**config.mk**
```make
export PLATFORM = sky130hd
export DESIGN_NAME = sacl_regs
export DESIGN_NICKNAME = d
export VERILOG_FILES = /design/src/rtl/sacl_pkg.sv /design/src/rtl/sacl_strap_load.sv /design/src/rtl/sacl_port_role.sv /design/src/rtl/sacl_regs.sv
export SDC_FILE = /design/constraint.sdc
export NUM_CORES = 1
export LEC_CHECK = 0
export ABC_AREA = 1
export BUFFER_PORTS_ARGS = -buffer_cell sky130_fd_sc_hd__buf_2
export CORE_MARGIN = 8
export CORE_UTILIZATION = 35
export CTS_CLUSTER_SIZE = 28
export DETAILED_ROUTE_END_ITERATION = 10
export PLACE_DENSITY = 0.67
export SLEW_MARGIN = 20
export SYNTH_ARGS = -nofsm -noshare
export SYNTH_HDL_FRONTEND = slang
export SYNTH_SLANG_ARGS = --single-unit
```
**constraint.sdc**
```tcl
create_clock -name aclk -period 1.6 [get_ports aclk]
set_clock_uncertainty 0.2 [all_clocks]
set_input_delay 0.32 -clock aclk [delete_from_list [all_inputs] [get_ports aclk]]
set_output_delay 0.32 -clock aclk [all_outputs]
set_load 0.005 [all_outputs]
```
**src/rtl/sacl_pkg.sv**
```systemverilog
/*
  sacl_pkg: offsets, field positions, reset values and fixed codes for the
  per-port access-control / latency-reporting register slice.
  assumes: byte addressing on a 32-bit AXI4-Lite bus, one register per word.
*/
package sacl_pkg;
  // register byte offsets
  localparam logic [11:0] SACL_OFF_PWR_BUDGET_CAP = 12'h218;
  localparam logic [11:0] SACL_OFF_ACS_HDR        = 12'h220;
  localparam logic [11:0] SACL_OFF_ACS_CAP_CTRL   = 12'h224;
  localparam logic [11:0] SACL_OFF_EGRESS_VEC     = 12'h228;
  localparam logic [11:0] SACL_OFF_LTR_HDR        = 12'h230;
  localparam logic [11:0] SACL_OFF_MAX_SNOOP      = 12'h234;
  localparam logic [11:0] SACL_OFF_PORT_CFG       = 12'h300;

  // extended capability header fields
  localparam logic [15:0] SACL_ACS_CAP_ID   = 16'h000D;
  localparam logic [15:0] SACL_LTR_CAP_ID   = 16'h0018;
  localparam logic [3:0]  SACL_CAP_VERSION  = 4'h1;
  localparam logic [11:0] SACL_NEXT_PTR_RST = 12'h240;

  // access-control capability / control fields
  localparam int          SACL_CAP_LSB      = 0;
  localparam int          SACL_CAP_BITS     = 7;
  localparam logic [6:0]  SACL_CAP_RST      = 7'h7F;
  localparam int          SACL_VSIZE_LSB    = 8;
  localparam logic [7:0]  SACL_VSIZE_RST    = 8'h08;
  localparam int          SACL_EN_LSB       = 16;
  localparam logic [6:0]  SACL_EN_RST       = 7'h00;
  localparam logic [7:0]  SACL_EGRESS_RST   = 8'h00;

  // max snoop latency fields
  localparam int          SACL_LAT_VAL_LSB  = 0;
  localparam logic [9:0]  SACL_LAT_VAL_RST  = 10'h000;
  localparam int          SACL_LAT_SCL_LSB  = 10;
  localparam logic [2:0]  SACL_LAT_SCL_RST  = 3'h0;

  // power budget capability
  localparam logic        SACL_SYS_ALLOC_RST = 1'h0;

  // axi response codes
  localparam logic [1:0]  SACL_RESP_OKAY    = 2'h0;
  localparam logic [1:0]  SACL_RESP_SLVERR  = 2'h2;
endpackage : sacl_pkg

```
**src/rtl/sacl_strap_load.sv**
```systemverilog
/*
  sacl_strap_load: holds the overridable read-only default of the power
  budget system-allocated flag.
  assumes: the serial management / eeprom loader drives a one-cycle load
  strobe with data on the same clock.
*/
`timescale 1ns/1ps
module sacl_strap_load (
  input  wire logic aclk,       // core clock
  input  wire logic aresetn,    // sync reset, active low
  input  wire logic load_valid, // loader strobe
  input  wire logic load_value, // loader data
  output logic      value       // held default
);
  import sacl_pkg::*;

  // reset to documented default, only the loader may change it
  always_ff @(posedge aclk) begin
    if (!aresetn) begin
      value <= SACL_SYS_ALLOC_RST;
    end else if (load_valid) begin
      value <= load_value;
    end
  end
endmodule : sacl_strap_load

```
**src/rtl/sacl_port_role.sv**
```systemverilog
/*
  sacl_port_role: follows the port-role strap every cycle after reset release.
  assumes: strap_upstream is a pin, asynchronous to aclk, static in use.
*/
`timescale 1ns/1ps
module sacl_port_role (
  input  wire logic aclk,           // core clock
  input  wire logic aresetn,        // sync reset, active low
  input  wire logic strap_upstream, // raw strap pin
  output logic      is_upstream     // synchronised role
);
  logic sync1_reg;
  logic sync2_reg;

  // two-stage synchroniser then role register
  always_ff @(posedge aclk) begin
    if (!aresetn) begin
      sync1_reg   <= 1'b0;
      sync2_reg   <= 1'b0;
      is_upstream <= 1'b0;
    end else begin
      sync1_reg   <= strap_upstream;
      sync2_reg   <= sync1_reg;
      is_upstream <= sync2_reg;
    end
  end
endmodule : sacl_port_role

```
**src/rtl/sacl_regs.sv**
```systemverilog
/*
  sacl_regs: per-port register slice with power budget flag, access-control
  capability (downstream role) and latency-reporting capability (upstream
  role), reached over AXI4-Lite.
  assumes: single clock aclk, synchronous active-low aresetn; the loader
  strobe and enable outputs sit on aclk; the role strap is a pin.

  // How it works
  // system-allocated bit read-only, reset zero, loadable
  // access-control header returns fixed id
  // both headers version 1, next pointer 240h
  // seven capability bits read-only, reset one
  // egress vector size reads 8
  // seven enable bits read-write, reset zero
  // egress vector read-write, reset zero, drives blocking
  // access-control registers only on downstream ports
  // latency header returns fixed id
  // latency registers only on upstream port
  // snoop latency value bits 9:0, read-write
  // snoop latency scale bits 12:10, read-write
  // reserved bits read zero, ignore writes
  // writes to read-only fields do nothing
*/
`timescale 1ns/1ps
module sacl_regs (
  input  wire logic        aclk,          // core clock, 20 MHz
  input  wire logic        aresetn,       // sync reset, active low
  input  wire logic [11:0] s_axi_awaddr,  // write address
  input  wire logic        s_axi_awvalid, // write address valid
  output logic             s_axi_awready, // write address ready
  input  wire logic [31:0] s_axi_wdata,   // write data
  input  wire logic [3:0]  s_axi_wstrb,   // write byte enables
  input  wire logic        s_axi_wvalid,  // write data valid
  output logic             s_axi_wready,  // write data ready
  output logic [1:0]       s_axi_bresp,   // write response
  output logic             s_axi_bvalid,  // write response valid
  input  wire logic        s_axi_bready,  // write response ready
  input  wire logic [11:0] s_axi_araddr,  // read address
  input  wire logic        s_axi_arvalid, // read address valid
  output logic             s_axi_arready, // read address ready
  output logic [31:0]      s_axi_rdata,   // read data
  output logic [1:0]       s_axi_rresp,   // read response
  output logic             s_axi_rvalid,  // read data valid
  input  wire logic        s_axi_rready,  // read data ready
  input  wire logic        strap_upstream,// port role strap pin
  input  wire logic        dflt_load,     // default loader strobe
  input  wire logic        dflt_sys_alloc,// loader value for flag
  output logic             is_upstream,   // current port role
  output logic [6:0]       acs_enable,    // feature enables to datapath
  output logic [7:0]       egress_block,  // per-target-port block mask
  output logic [9:0]       snoop_lat_val, // max snoop latency value
  output logic [2:0]       snoop_lat_scl  // max snoop latency scale
);
  import sacl_pkg::*;

  logic        sys_alloc;
  logic [6:0]  acs_en_reg;
  logic [7:0]  egress_reg;
  logic [9:0]  lat_val_reg;
  logic [2:0]  lat_scl_reg;
  logic        aw_held_reg;
  logic [11:0] aw_addr_reg;
  logic        w_held_reg;
  logic [31:0] w_data_reg;
  logic [3:0]  w_strb_reg;
  logic        do_write;
  logic [31:0] rd_word;
  logic        rd_hit;
  logic [31:0] acs_merged;
  logic [31:0] egress_merged;
  logic [31:0] lat_merged;

  // loadable default of the system-allocated flag
  sacl_strap_load u_strap_load (
    .aclk       (aclk),
    .aresetn    (aresetn),
    .load_valid (dflt_load),
    .load_value (dflt_sys_alloc),
    .value      (sys_alloc)
  );

  // port role from strap pin
  sacl_port_role u_port_role (
    .aclk           (aclk),
    .aresetn        (aresetn),
    .strap_upstream (strap_upstream),
    .is_upstream    (is_upstream)
  );

  // merges byte lanes of a write into an old word
  function automatic logic [31:0] merge_bytes(input logic [31:0] old_w,
                                              input logic [31:0] new_w,
                                              input logic [3:0]  strb);
    logic [31:0] res;
    res = old_w;
    for (int i = 0; i < 4; i++) begin
      if (strb[i]) begin
        res[i*8 +: 8] = new_w[i*8 +: 8];
      end
    end
    return res;
  endfunction : merge_bytes

  // builds an extended capability header word
  function automatic logic [31:0] ext_header(input logic [15:0] cap_id);
    return {SACL_NEXT_PTR_RST, SACL_CAP_VERSION, cap_id};
  endfunction : ext_header

  // tells whether an offset exists for the current role
  function automatic logic offset_mapped(input logic [11:0] addr,
                                         input logic        upstream);
    logic hit;
    hit = 1'b0;
    case (addr)
      SACL_OFF_PWR_BUDGET_CAP: hit = 1'b1;
      SACL_OFF_ACS_HDR,
      SACL_OFF_ACS_CAP_CTRL,
      SACL_OFF_EGRESS_VEC:     hit = !upstream;
      SACL_OFF_LTR_HDR,
      SACL_OFF_MAX_SNOOP:      hit = upstream;
      default:                 hit = 1'b0;
    endcase
    return hit;
  endfunction : offset_mapped

  // write address / data capture, taken in either order
  assign s_axi_awready = !aw_held_reg && !s_axi_bvalid;
  assign s_axi_wready  = !w_held_reg && !s_axi_bvalid;
  assign do_write      = aw_held_reg && w_held_reg && !s_axi_bvalid;

  always_ff @(posedge aclk) begin
    if (!aresetn) begin
      aw_held_reg <= 1'b0;
      aw_addr_reg <= 12'h000;
    end else if (s_axi_awvalid && s_axi_awready) begin
      aw_held_reg <= 1'b1;
      aw_addr_reg <= {s_axi_awaddr[11:2], 2'b00};
    end else if (do_write) begin
      aw_held_reg <= 1'b0;
    end
  end

  always_ff @(posedge aclk) begin
    if (!aresetn) begin
      w_held_reg <= 1'b0;
      w_data_reg <= 32'h00000000;
      w_strb_reg <= 4'h0;
    end else if (s_axi_wvalid && s_axi_wready) begin
      w_held_reg <= 1'b1;
      w_data_reg <= s_axi_wdata;
      w_strb_reg <= s_axi_wstrb;
    end else if (do_write) begin
      w_held_reg <= 1'b0;
    end
  end

  // write response, error for unmapped offsets
  always_ff @(posedge aclk) begin
    if (!aresetn) begin
      s_axi_bvalid <= 1'b0;
      s_axi_bresp  <= SACL_RESP_OKAY;
    end else if (do_write) begin
      s_axi_bvalid <= 1'b1;
      s_axi_bresp  <= offset_mapped(aw_addr_reg, is_upstream) ?
                      SACL_RESP_OKAY : SACL_RESP_SLVERR;
    end else if (s_axi_bready) begin
      s_axi_bvalid <= 1'b0;
    end
  end

  // stored fields with the written byte lanes merged in
  assign acs_merged    = merge_bytes({9'h000, acs_en_reg, 16'h0000}, w_data_reg, w_strb_reg);
  assign egress_merged = merge_bytes({24'h000000, egress_reg}, w_data_reg, w_strb_reg);
  assign lat_merged    = merge_bytes({19'h00000, lat_scl_reg, lat_val_reg}, w_data_reg,
                                     w_strb_reg);

  // access-control enables, only writable bits stored
  always_ff @(posedge aclk) begin
    if (!aresetn) begin
      acs_en_reg <= SACL_EN_RST;
    end else if (do_write && !is_upstream && aw_addr_reg == SACL_OFF_ACS_CAP_CTRL) begin
      acs_en_reg <= acs_merged[SACL_EN_LSB +: SACL_CAP_BITS];
    end
  end

  // egress block vector
  always_ff @(posedge aclk) begin
    if (!aresetn) begin
      egress_reg <= SACL_EGRESS_RST;
    end else if (do_write && !is_upstream && aw_addr_reg == SACL_OFF_EGRESS_VEC) begin
      egress_reg <= egress_merged[7:0];
    end
  end

  // max snoop latency value and scale
  always_ff @(posedge aclk) begin
    if (!aresetn) begin
      lat_val_reg <= SACL_LAT_VAL_RST;
      lat_scl_reg <= SACL_LAT_SCL_RST;
    end else if (do_write && is_upstream && aw_addr_reg == SACL_OFF_MAX_SNOOP) begin
      lat_val_reg <= lat_merged[SACL_LAT_VAL_LSB +: 10];
      lat_scl_reg <= lat_merged[SACL_LAT_SCL_LSB +: 3];
    end
  end

  // read word assembly, reserved bits zero
  always_comb begin
    rd_word = 32'h00000000;
    rd_hit  = offset_mapped({s_axi_araddr[11:2], 2'b00}, is_upstream);
    if (rd_hit) begin
      case ({s_axi_araddr[11:2], 2'b00})
        SACL_OFF_PWR_BUDGET_CAP: rd_word = {31'h00000000, sys_alloc};
        SACL_OFF_ACS_HDR:        rd_word = ext_header(SACL_ACS_CAP_ID);
        SACL_OFF_ACS_CAP_CTRL:   rd_word = {9'h000, acs_en_reg, SACL_VSIZE_RST,
                                            1'b0, SACL_CAP_RST};
        SACL_OFF_EGRESS_VEC:     rd_word = {24'h000000, egress_reg};
        SACL_OFF_LTR_HDR:        rd_word = ext_header(SACL_LTR_CAP_ID);
        SACL_OFF_MAX_SNOOP:      rd_word = {19'h00000, lat_scl_reg, lat_val_reg};
        default:                 rd_word = 32'h00000000;
      endcase
    end
  end

  // read channel, one outstanding read
  assign s_axi_arready = !s_axi_rvalid;

  always_ff @(posedge aclk) begin
    if (!aresetn) begin
      s_axi_rvalid <= 1'b0;
      s_axi_rdata  <= 32'h00000000;
      s_axi_rresp  <= SACL_RESP_OKAY;
    end else if (s_axi_arvalid && s_axi_arready) begin
      s_axi_rvalid <= 1'b1;
      s_axi_rdata  <= rd_word;
      s_axi_rresp  <= rd_hit ? SACL_RESP_OKAY : SACL_RESP_SLVERR;
    end else if (s_axi_rready) begin
      s_axi_rvalid <= 1'b0;
    end
  end

  // outputs to datapath, access-control ones gated by role, latency ones not
  assign acs_enable    = is_upstream ? 7'h00 : acs_en_reg;
  assign egress_block  = is_upstream ? 8'h00 : egress_reg;
  assign snoop_lat_val = lat_val_reg;
  assign snoop_lat_scl = lat_scl_reg;

  // a write to the enables lands one cycle after the join
  acs_en_write_a: assert property (@(posedge aclk) disable iff (!aresetn)
    do_write && !is_upstream && aw_addr_reg == SACL_OFF_ACS_CAP_CTRL && w_strb_reg[2]
    |=> acs_en_reg == $past(w_data_reg[22:16]))
    else $error("enable bits not updated");

  // capability and size fields never move
  cap_const_a: assert property (@(posedge aclk) disable iff (!aresetn)
    s_axi_arvalid && s_axi_arready && !is_upstream &&
    {s_axi_araddr[11:2], 2'b00} == SACL_OFF_ACS_CAP_CTRL
    |=> s_axi_rdata[15:0] == 16'h087F && s_axi_rdata[31:23] == 9'h000)
    else $error("capability word wrong");

  // headers carry id, version and pointer
  acs_hdr_a: assert property (@(posedge aclk) disable iff (!aresetn)
    s_axi_arvalid && s_axi_arready && !is_upstream &&
    {s_axi_araddr[11:2], 2'b00} == SACL_OFF_ACS_HDR
    |=> s_axi_rdata == 32'h2401000D)
    else $error("acs header wrong");

  ltr_hdr_a: assert property (@(posedge aclk) disable iff (!aresetn)
    s_axi_arvalid && s_axi_arready && is_upstream &&
    {s_axi_araddr[11:2], 2'b00} == SACL_OFF_LTR_HDR
    |=> s_axi_rdata == 32'h24010018)
    else $error("ltr header wrong");

  // role gating of the two capabilities
  role_gate_a: assert property (@(posedge aclk) disable iff (!aresetn)
    s_axi_arvalid && s_axi_arready && is_upstream &&
    {s_axi_araddr[11:2], 2'b00} == SACL_OFF_EGRESS_VEC
    |=> s_axi_rresp == SACL_RESP_SLVERR && s_axi_rdata == 32'h00000000)
    else $error("downstream register seen upstream");

  ltr_gate_a: assert property (@(posedge aclk) disable iff (!aresetn)
    do_write && !is_upstream |=> $stable(lat_val_reg) && $stable(lat_scl_reg))
    else $error("latency changed on downstream port");

  // flag changes only by the loader
  sys_alloc_a: assert property (@(posedge aclk) disable iff (!aresetn)
    !dflt_load |=> $stable(sys_alloc))
    else $error("flag changed without loader");

  // snoop latency reserved bits read zero
  snoop_rsvd_a: assert property (@(posedge aclk) disable iff (!aresetn)
    s_axi_arvalid && s_axi_arready && is_upstream &&
    {s_axi_araddr[11:2], 2'b00} == SACL_OFF_MAX_SNOOP
    |=> s_axi_rdata[31:13] == 19'h00000 && s_axi_rdata[9:0] == $past(lat_val_reg))
    else $error("snoop latency read wrong");

  // every writable field leaves reset at its default
  reset_vals_a: assert property (@(posedge aclk)
    !aresetn |=> sys_alloc == SACL_SYS_ALLOC_RST && acs_en_reg == SACL_EN_RST &&
    egress_reg == SACL_EGRESS_RST && lat_val_reg == SACL_LAT_VAL_RST &&
    lat_scl_reg == SACL_LAT_SCL_RST)
    else $error("register not at reset value");

  // writable fields take exactly the written lanes
  egress_write_a: assert property (@(posedge aclk) disable iff (!aresetn)
    do_write && !is_upstream && aw_addr_reg == SACL_OFF_EGRESS_VEC && w_strb_reg[0]
    |=> egress_reg == $past(w_data_reg[7:0]))
    else $error("egress vector not updated");

  lat_write_a: assert property (@(posedge aclk) disable iff (!aresetn)
    do_write && is_upstream && aw_addr_reg == SACL_OFF_MAX_SNOOP && w_strb_reg[1:0] == 2'h3
    |=> lat_val_reg == $past(w_data_reg[9:0]) && lat_scl_reg == $past(w_data_reg[12:10]))
    else $error("snoop latency not updated");

  // read data of the flag and the egress vector
  pwr_read_a: assert property (@(posedge aclk) disable iff (!aresetn)
    s_axi_arvalid && s_axi_arready && {s_axi_araddr[11:2], 2'b00} == SACL_OFF_PWR_BUDGET_CAP
    |=> s_axi_rresp == SACL_RESP_OKAY && s_axi_rdata == {31'h00000000, $past(sys_alloc)})
    else $error("power budget flag read wrong");

  egress_rsvd_a: assert property (@(posedge aclk) disable iff (!aresetn)
    s_axi_arvalid && s_axi_arready && !is_upstream &&
    {s_axi_araddr[11:2], 2'b00} == SACL_OFF_EGRESS_VEC
    |=> s_axi_rdata == {24'h000000, $past(egress_reg)})
    else $error("egress vector read wrong");

  // role gating in the other direction
  ltr_hidden_a: assert property (@(posedge aclk) disable iff (!aresetn)
    s_axi_arvalid && s_axi_arready && !is_upstream &&
    {s_axi_araddr[11:2], 2'b00} == SACL_OFF_MAX_SNOOP
    |=> s_axi_rresp == SACL_RESP_SLVERR && s_axi_rdata == 32'h00000000)
    else $error("upstream register seen downstream");

  acs_hidden_a: assert property (@(posedge aclk) disable iff (!aresetn)
    do_write && is_upstream |=> $stable(acs_en_reg) && $stable(egress_reg))
    else $error("access-control state written upstream");

  // a write elsewhere leaves the enables alone
  ro_write_a: assert property (@(posedge aclk) disable iff (!aresetn)
    do_write && aw_addr_reg != SACL_OFF_ACS_CAP_CTRL |=> $stable(acs_en_reg))
    else $error("enable bits moved by another write");

  // bus answers one cycle after the request is joined
  rd_answer_a: assert property (@(posedge aclk) disable iff (!aresetn)
    s_axi_arvalid && s_axi_arready |=> s_axi_rvalid)
    else $error("read not answered next cycle");

  wr_answer_a: assert property (@(posedge aclk) disable iff (!aresetn)
    do_write |=> s_axi_bvalid && !s_axi_awready && !s_axi_wready)
    else $error("write not answered next cycle");
endmodule : sacl_regs

```
* After elaboration in Yosys (flattened, before gate mapping)
Cells that the tools add are included.
** Word-level totals
- Register bits after elaboration :: 108
- Input port bits :: 70
- Output and inout bits :: 70
- Word-level logic and storage cells :: 77
** Operators by class
- Eq/ne operators :: 12
- Mux-type cells :: 17
- Reduce and logical (&&, ||, !) cells :: 29
** Operators by type and width (number)
- 30-bit one-hot mux with 6 select lines :: 1
- 10-bit by 8-bit == test with 1-bit output (second input constant) :: 12
- 30-bit 2-to-1 mux :: 1
- 1-bit logical AND :: 12
- 1-bit 2-to-1 mux :: 9
- 8-bit 2-to-1 mux :: 1
- 2-bit AND reduction :: 4
- 2-bit nonzero test :: 4
- 7-bit 2-to-1 mux :: 1
- 1-bit one-hot mux with 3 select lines :: 2
- 3-bit OR reduction :: 2
- 1-bit logical NOT :: 5
- 2-bit 2-to-1 mux :: 2
- 2-bit OR reduction :: 2

* Longest topological paths before layout
Gate-level depths: netlist (run 1).
- Depth in word-level cells :: 6
- Gate-level depth with buffers :: 10
- Mapped depth without buffers :: 9

* Hierarchy
Synthesis (run 1) repeated with hierarchy kept, for this count alone.
** Unflattened totals
- Cells, all modules :: 540
- Area, all modules :: 3900.0 um^2
** Modules (own cells, without submodules)
- sacl_regs :: instances 1, cells each 525, area an instance 3776.1 um^2, sequential area each 1761.7 um^2
- sacl_port_role :: instances 1, cells each 9, area an instance 82.6 um^2, sequential area each 60.1 um^2
- sacl_strap_load :: instances 1, cells each 6, area an instance 41.3 um^2, sequential area each 20.0 um^2

* Worst setup path after synthesis (run 1)
Ideal clock, no wire load.
- Path kind :: reg-to-reg
- Start :: register s_axi_bvalid
- End :: register acs_en_reg[4]
- Arrival :: 1.162 ns
- Slack :: 0.118 ns
- Cell stages (with the launch flop) :: 8
- Path buffers :: 1
- Clock period less this slack :: 1.482 ns
- Cells stage by stage :: dfxtp_1 -> nor2_2 -> nand2_2 -> nor2_2 -> nand3_1 -> buf_2 -> o21ai_0 -> a21oi_1
** On the way
- Cells in the longest elaborated chain, start to end :: 5
** Ends and longest elaborated chain
- start: declaration :: line sacl_regs.sv:36 : output logic s_axi_bvalid,
- start signal: assignment :: line sacl_regs.sv:160 : s_axi_bvalid <= 1'b0;
- start signal: assignment :: line sacl_regs.sv:163 : s_axi_bvalid <= 1'b1;
- start signal: assignment :: line sacl_regs.sv:167 : s_axi_bvalid <= 1'b0;
- 1-bit logical NOT :: line sacl_regs.sv:129 : assign do_write = aw_held_reg && w_held_reg && !s_axi_bvalid;
- 1-bit logical AND :: line sacl_regs.sv:129
- 1-bit logical AND (2 in a row) :: line sacl_regs.sv:181 : end else if (do_write && !is_upstream && aw_addr_reg == SACL_OFF_ACS_CAP_CTRL) begin
- 2-bit AND reduction (no source line)
- end signal: assignment :: line sacl_regs.sv:182 : acs_en_reg <= acs_merged[SACL_EN_LSB +: SACL_CAP_BITS];
- end: declaration :: line sacl_regs.sv:57 : logic [6:0] acs_en_reg;
No other way between the ends.
A chain may end at the register's enable or synchronous reset.

* Worst setup path after layout (run 1)
- Start :: register u_port_role.is_upstream
- End :: output port acs_enable[2]
** On the way
- Cells in the longest elaborated chain, start to end :: 1
** Ends and longest elaborated chain
- start: declaration :: line sacl_port_role.sv:10 : output logic is_upstream
- start signal: assignment :: line sacl_port_role.sv:24 : is_upstream <= sync2_reg;
- 7-bit 2-to-1 mux :: line sacl_regs.sv:242 : assign acs_enable = is_upstream ? 7'h00 : acs_en_reg;
- end: declaration :: line sacl_regs.sv:49 : output logic [6:0] acs_enable,
No other way between the ends.

==> results.toml, run 1 <==
[outcome]
status = "complete, but fails checks"
violations = "negative setup slack"

[detailed_routing]
drtIter0Drc = 166
postRouteAntennaNets = 0
vias_per_cell = 4.683
vias = 3859
drc = 0
wl_per_cell_um = 13.72
first_pass_iters = 5
drt-total-wl_um = 11300

[global_routing]
antenna_found_initial = 0
grt_overflow_total = 0
grt_pass1_vias = 3687
grt_pass1_wl_um = 17460
grt_util_all_layers_pct = 14.53
grt_max_degree = 30

[place]
dp_hpwl_um = 8430
io_buffer_count = 110
gp_congestion = 0.8243

[timing]
hold_ws_ns = 0.01529
final-max-slew-violation-count = 0
setup_viol = 18
fin_crit_sh_pct = 104.2
worst_slack_ns = -0.06791
hold_viol = 0
clock.fmax_mhz = 599.6
layout_min_cycle_time_ns = 1.668
rsz0062_at_grt = "true"

[flow_run]
maxCapViolCount = 0

[synthesis]
synthCells = 534
ys_warn_count = 0
synth.avg_cell_area_um2 = 7.322
syn-cell-area_um2 = 3910
ys_types = 30
yosysTopAreaCell = "dfxtp_1"
synth-seq-cells = 92
synth_top_cells_by_area = "dfxtp_1, nor2_1, o21ai_0"
synth_seq_area_share_pct = 47.10
yosysTopAreaCellShare_pct = 47.10

[critical_path]
crit_path_start_kind = "flip-flop"
path_max_fanout = 6
worstRegToRegCells = 5
critPathCaptureType = "primary output"
cp_data_required_time_ns = 1.08
worstPathArrival_ns = 1.15
crit_type = "reg -> out"

[floorplanning]
io_pins = 140
die_w_um = 121.7
start_util_pct = 35.91
die_h_um = 121.7
row_count = 38
core_area_um2 = 10890
dieArea_um2 = 14810

[power]
vdd_drop_max_v = 0.0003989
leakage_nw = 2.416
finalPower_mw = 4.394
cellPowerDensity_nw_per_um2 = 821.0

[layout]
largest_reg_flops = 21
drive_above_1_share_pct = 34.65
nets = 751
seqCellArea_um2 = 1848
syn_to_final_growth_pct = 36.86
antenna_cells = 0
multi_input_area_um2 = 1924
final_common_cell = "buf_2"
final_cell_mix = "buf_2, dfxtp_1, nor2_1"
fillCellCount = 1097

[clocking]
cts_tree = "yes"
numCtsBuffers = 9
clk_latency_ns = 0.35
clock_path_buffers = 2
cts.clk_slew.worst_paths_ns = 0.08
cts_root_buf = "clkbuf_8"
cts_htree_levels = 3
clock-sinks = 92

[hold_path]
worst_hold_path.num_cells = 3
hold_class = "in -> reg"
==> cell families after synthesis <==
group / count (synthesis) / synth area share, %
and+or+nand+nor: 209 / 23.87
AOI/OAI and AO/OA: 133 / 17.70
buffers and inverters: 99 / 11.23
DFF: 92 / 47.10
other: 1 / 0.09591
==> what timing repair did <==
action / in CTS / in global routing
buffers inserted: 2 / 5
cloned: 1 / 2
resized for setup: 30 / 63
hold buffers: 7 / 0
endpoints found under the hold margin: 6 / 0
pin swaps: 7 / 13
endpoints found under the setup margin: 33 / 70
==> stage by stage <==
| stage | instance area [µm²] | setup TNS (ns) | worst slack, ns | instances | utilization, % |
|---|---|---|---|---|---|
| floorplan | 3951 | 0 | 0.1181 | 545 | - |
| global placement | 4755 | -2.217 | -0.1329 | 793 | 43.67 |
| detailed placement | 4755 | -3.096 | -0.2130 | 793 | 43.67 |
| CTS | 5107 | -0.8175 | -0.09553 | 817 | 46.91 |
| global route | 5351 | -2.698 | -0.1300 | 824 | 49.15 |
| finish | 5351 | -0.5592 | -0.06791 | 824 | 49.15 |
==> Yosys cell counts (all sizes together) <==
| cell type | count |
|---|---|
| buf | 24 |
| clkbuf | 12 |
| nor4 | 1 |
| nand3b | 1 |
| nor2 | 107 |
| nor3 | 3 |
| nand4 | 1 |
| o21ai | 71 |
| dfxtp | 92 |
| o21a | 1 |
| nand2 | 62 |
| o211ai | 4 |
| inv | 63 |
| a21oi | 56 |
| conb | 1 |
| o2111ai | 1 |
| nand3 | 34 |
==> report_power, final <==
part           switching (mW)  internal (mW)  total, mW
sequential             0.0732           2.39       2.46
clock                   0.755          0.589       1.34
combinational           0.328          0.257      0.586
total                    1.16           3.24       4.39
==> area by class of cell <==
class | instances | area share (%)
multi-input cells | 357 | 35.96
flip-flops and latches | 92 | 34.53
clock buffers | 12 | 2.712
well taps | 140 | 3.273
repair buffers | 158 | 18.87
clock inverters | 2 | 0.2338
inverters | 63 | 4.419
==> metal layers <==
metal / vias up / global-route usage (%) / part of all wire, %
met5: - / 0 / 0
met4: 0 / 6.168 / 1.7
met3: 16 / 3.933 / 7.1
met2: 105 / 23.70 / 47
met1: 1754 / 17.73 / 45
li1: 1984 / - / -
==> path summary, 6_finish.rpt <==
kind,from,end,slack (ns)
worst max-delay path,u_port_role.is_upstream,acs_enable[2],-0.07
worst max register to register,aw_held_reg,snoop_lat_val[4],-0.04
worst min-delay path,s_axi_awaddr[6],aw_addr_reg[6],0.02
worst min register to register,u_port_role.sync2_reg,u_port_role.is_upstream,0.22
==> worst max-delay path: stages (launching register included) <==
cell     delay, ns
dfxtp_2       0.34
buf_6         0.13
buf_8         0.14
nor2_2        0.07
buf_2         0.11
No activity file was read; power rests on OpenSTA's default activity.
==> inputs of run 2 (changes only) <==
Clock period 1.6 ns to 1.38 ns, I/O delays scaled along.
==> results.toml, run 2 (synthesis results as in run 1) <==
[timing]
tns_ns = -13.48
hold_viol = 0
clock.fmax_mhz = 589.0
worst_slack_ns = -0.3178
fin_crit_sh_pct = 123.0
final-max-slew-violation-count = 0
rsz0062_at_grt = "true"
setup_viol = 70
hold_ws_ns = 0.002003
layout_min_cycle_time_ns = 1.698

[hold_path]
hold_class = "in -> reg"

[layout]
drive_above_1_share_pct = 44.59
syn_to_final_growth_pct = 62.69
largest_reg_flops = 21
final_common_cell = "buf_2"
final_cell_mix = "buf_2, nor2_1, dfxtp_1"
instances_no_fill = 880
antenna_cells = 0
nets = 807
final_core_util_pct = 58.42

[floorplanning]
dieArea_um2 = 14810
start_util_pct = 35.91
row_count = 38
die_w_um = 121.7
die_h_um = 121.7
core_area_um2 = 10890
io_pins = 140

[power]
switchingPower_mw = 1.513
vdd_drop_max_v = 0.0006449
finalPower_mw = 5.820
power.internal_mw = 4.307
cellPowerDensity_nw_per_um2 = 914.9
seqPwrFrac_pct = 49.3
comb_power_share_pct = 16.9
clkPwrFrac_pct = 33.8
p_sw_share_pct = 25.99
leakage_nw = 2.787

[global_routing]
grt_pass1_wl_um = 20480
grt_max_degree = 31
grt_pass1_vias = 4215
antenna_found_initial = 0
grt_util_all_layers_pct = 17.11
grt_overflow_total = 0

[detailed_routing]
drtIter0Drc = 155
postRouteAntennaNets = 0
drc = 0
first_pass_iters = 4
vias_per_cell = 4.728
drt-total-wl_um = 12900
vias = 4161
wl_per_cell_um = 14.66

[place]
place_inst = 811
dp_hpwl_um = 8873
io_buffer_count = 110
gp_congestion = 0.8377

[clocking]
cts_tree = "yes"
clk_latency_ns = 0.37
clock_path_buffers = 2
numCtsBuffers = 9
cts.clk_slew.worst_paths_ns = 0.09
cts_htree_levels = 3
cts_root_buf = "clkbuf_8"
clock-sinks = 92

[outcome]
violations = "negative setup slack"
status = "complete, but fails checks"

[critical_path]
crit_type = "reg -> out"
worstPathArrival_ns = 1.22
path_max_fanout = 8
critPathCaptureType = "primary output"
crit_path_start_kind = "flip-flop"
cp_data_required_time_ns = 0.90

[flow_run]
maxCapViolCount = 0
run 2: cell count changes in the layout (fill, tap and decap cells not counted), sizes merged:
cell         previous run  this run
clkbuf                 12        13
nand3                  36        37
dlygate4sd3             7        35
clkinv                  1         0
bufinv                  0         2
clkinvlp                1         0
buf                   151       177
run 2: per-layer routing:
metal  GRT usage (%)  up-vias  wire length [µm]
met1           19.25     1923              5404
met3           4.535       27               712
met2           30.23      100              6512
met5               0        -                 0
met4           6.708        0               269
li1                -     2111                 -
run 2: per-stage QoR:
stage               setup WS, ns  cell area, µm²
finish                   -0.3178            6361
global placement         -0.3654            4992
global route             -0.3515            6361
floorplan               -0.07353            4065
detailed placement       -0.3752            4992
CTS                      -0.3211            6147
run 2: layout make-up:
class,count,area (µm²)
timing repair buffer,213,1618
clock buffer,12,145.1
inverter,63,272.8
sequential,92,1863
fill,965,4527
clock inverter,2,60.06
multi-input combinational,358,2227
tap,140,175.2
run 2: repair_timing:
action	in CTS	in global routing
hold buffers	35	0
endpoints found under the hold margin	34	0
gates resized for setup	143	64
endpoints found under the setup margin	108	105
gates cloned	4	1
pin swaps	34	22
setup buffers	12	4
run 2: final timing paths:
path | from | to | slack (ns) | depth (start not counted)
setup / recovery | u_port_role.is_upstream | egress_block[7] | -0.32 | 4
hold / removal | s_axi_awaddr[4] | aw_addr_reg[4] | 0.002 | 3
setup reg to reg | w_held_reg | snoop_lat_val[4] | -0.22 | 8
hold reg to reg | u_port_role.sync2_reg | u_port_role.is_upstream | 0.21 | 2
run 2: power by group through the flow:
| stage | sequential [mW] | clock (mW) | combinational (mW) |
|---|---|---|---|
| after floorplan | 2.89 | 0 | 0.390 |
| after global placement | 2.89 | 0 | 0.665 |
| after detailed placement | 2.90 | 0 | 0.679 |
| after CTS | 2.85 | 1.98 | 0.892 |
| after global routing | 2.88 | 2.11 | 1.08 |
| final | 2.87 | 1.97 | 0.986 |
run 2: critical path, stage by stage, from the launching register on:
cell and delay (ns):
dfxtp_4 0.37, buf_6 0.12, buf_12 0.14, nor2_4 0.09, buf_2 0.13
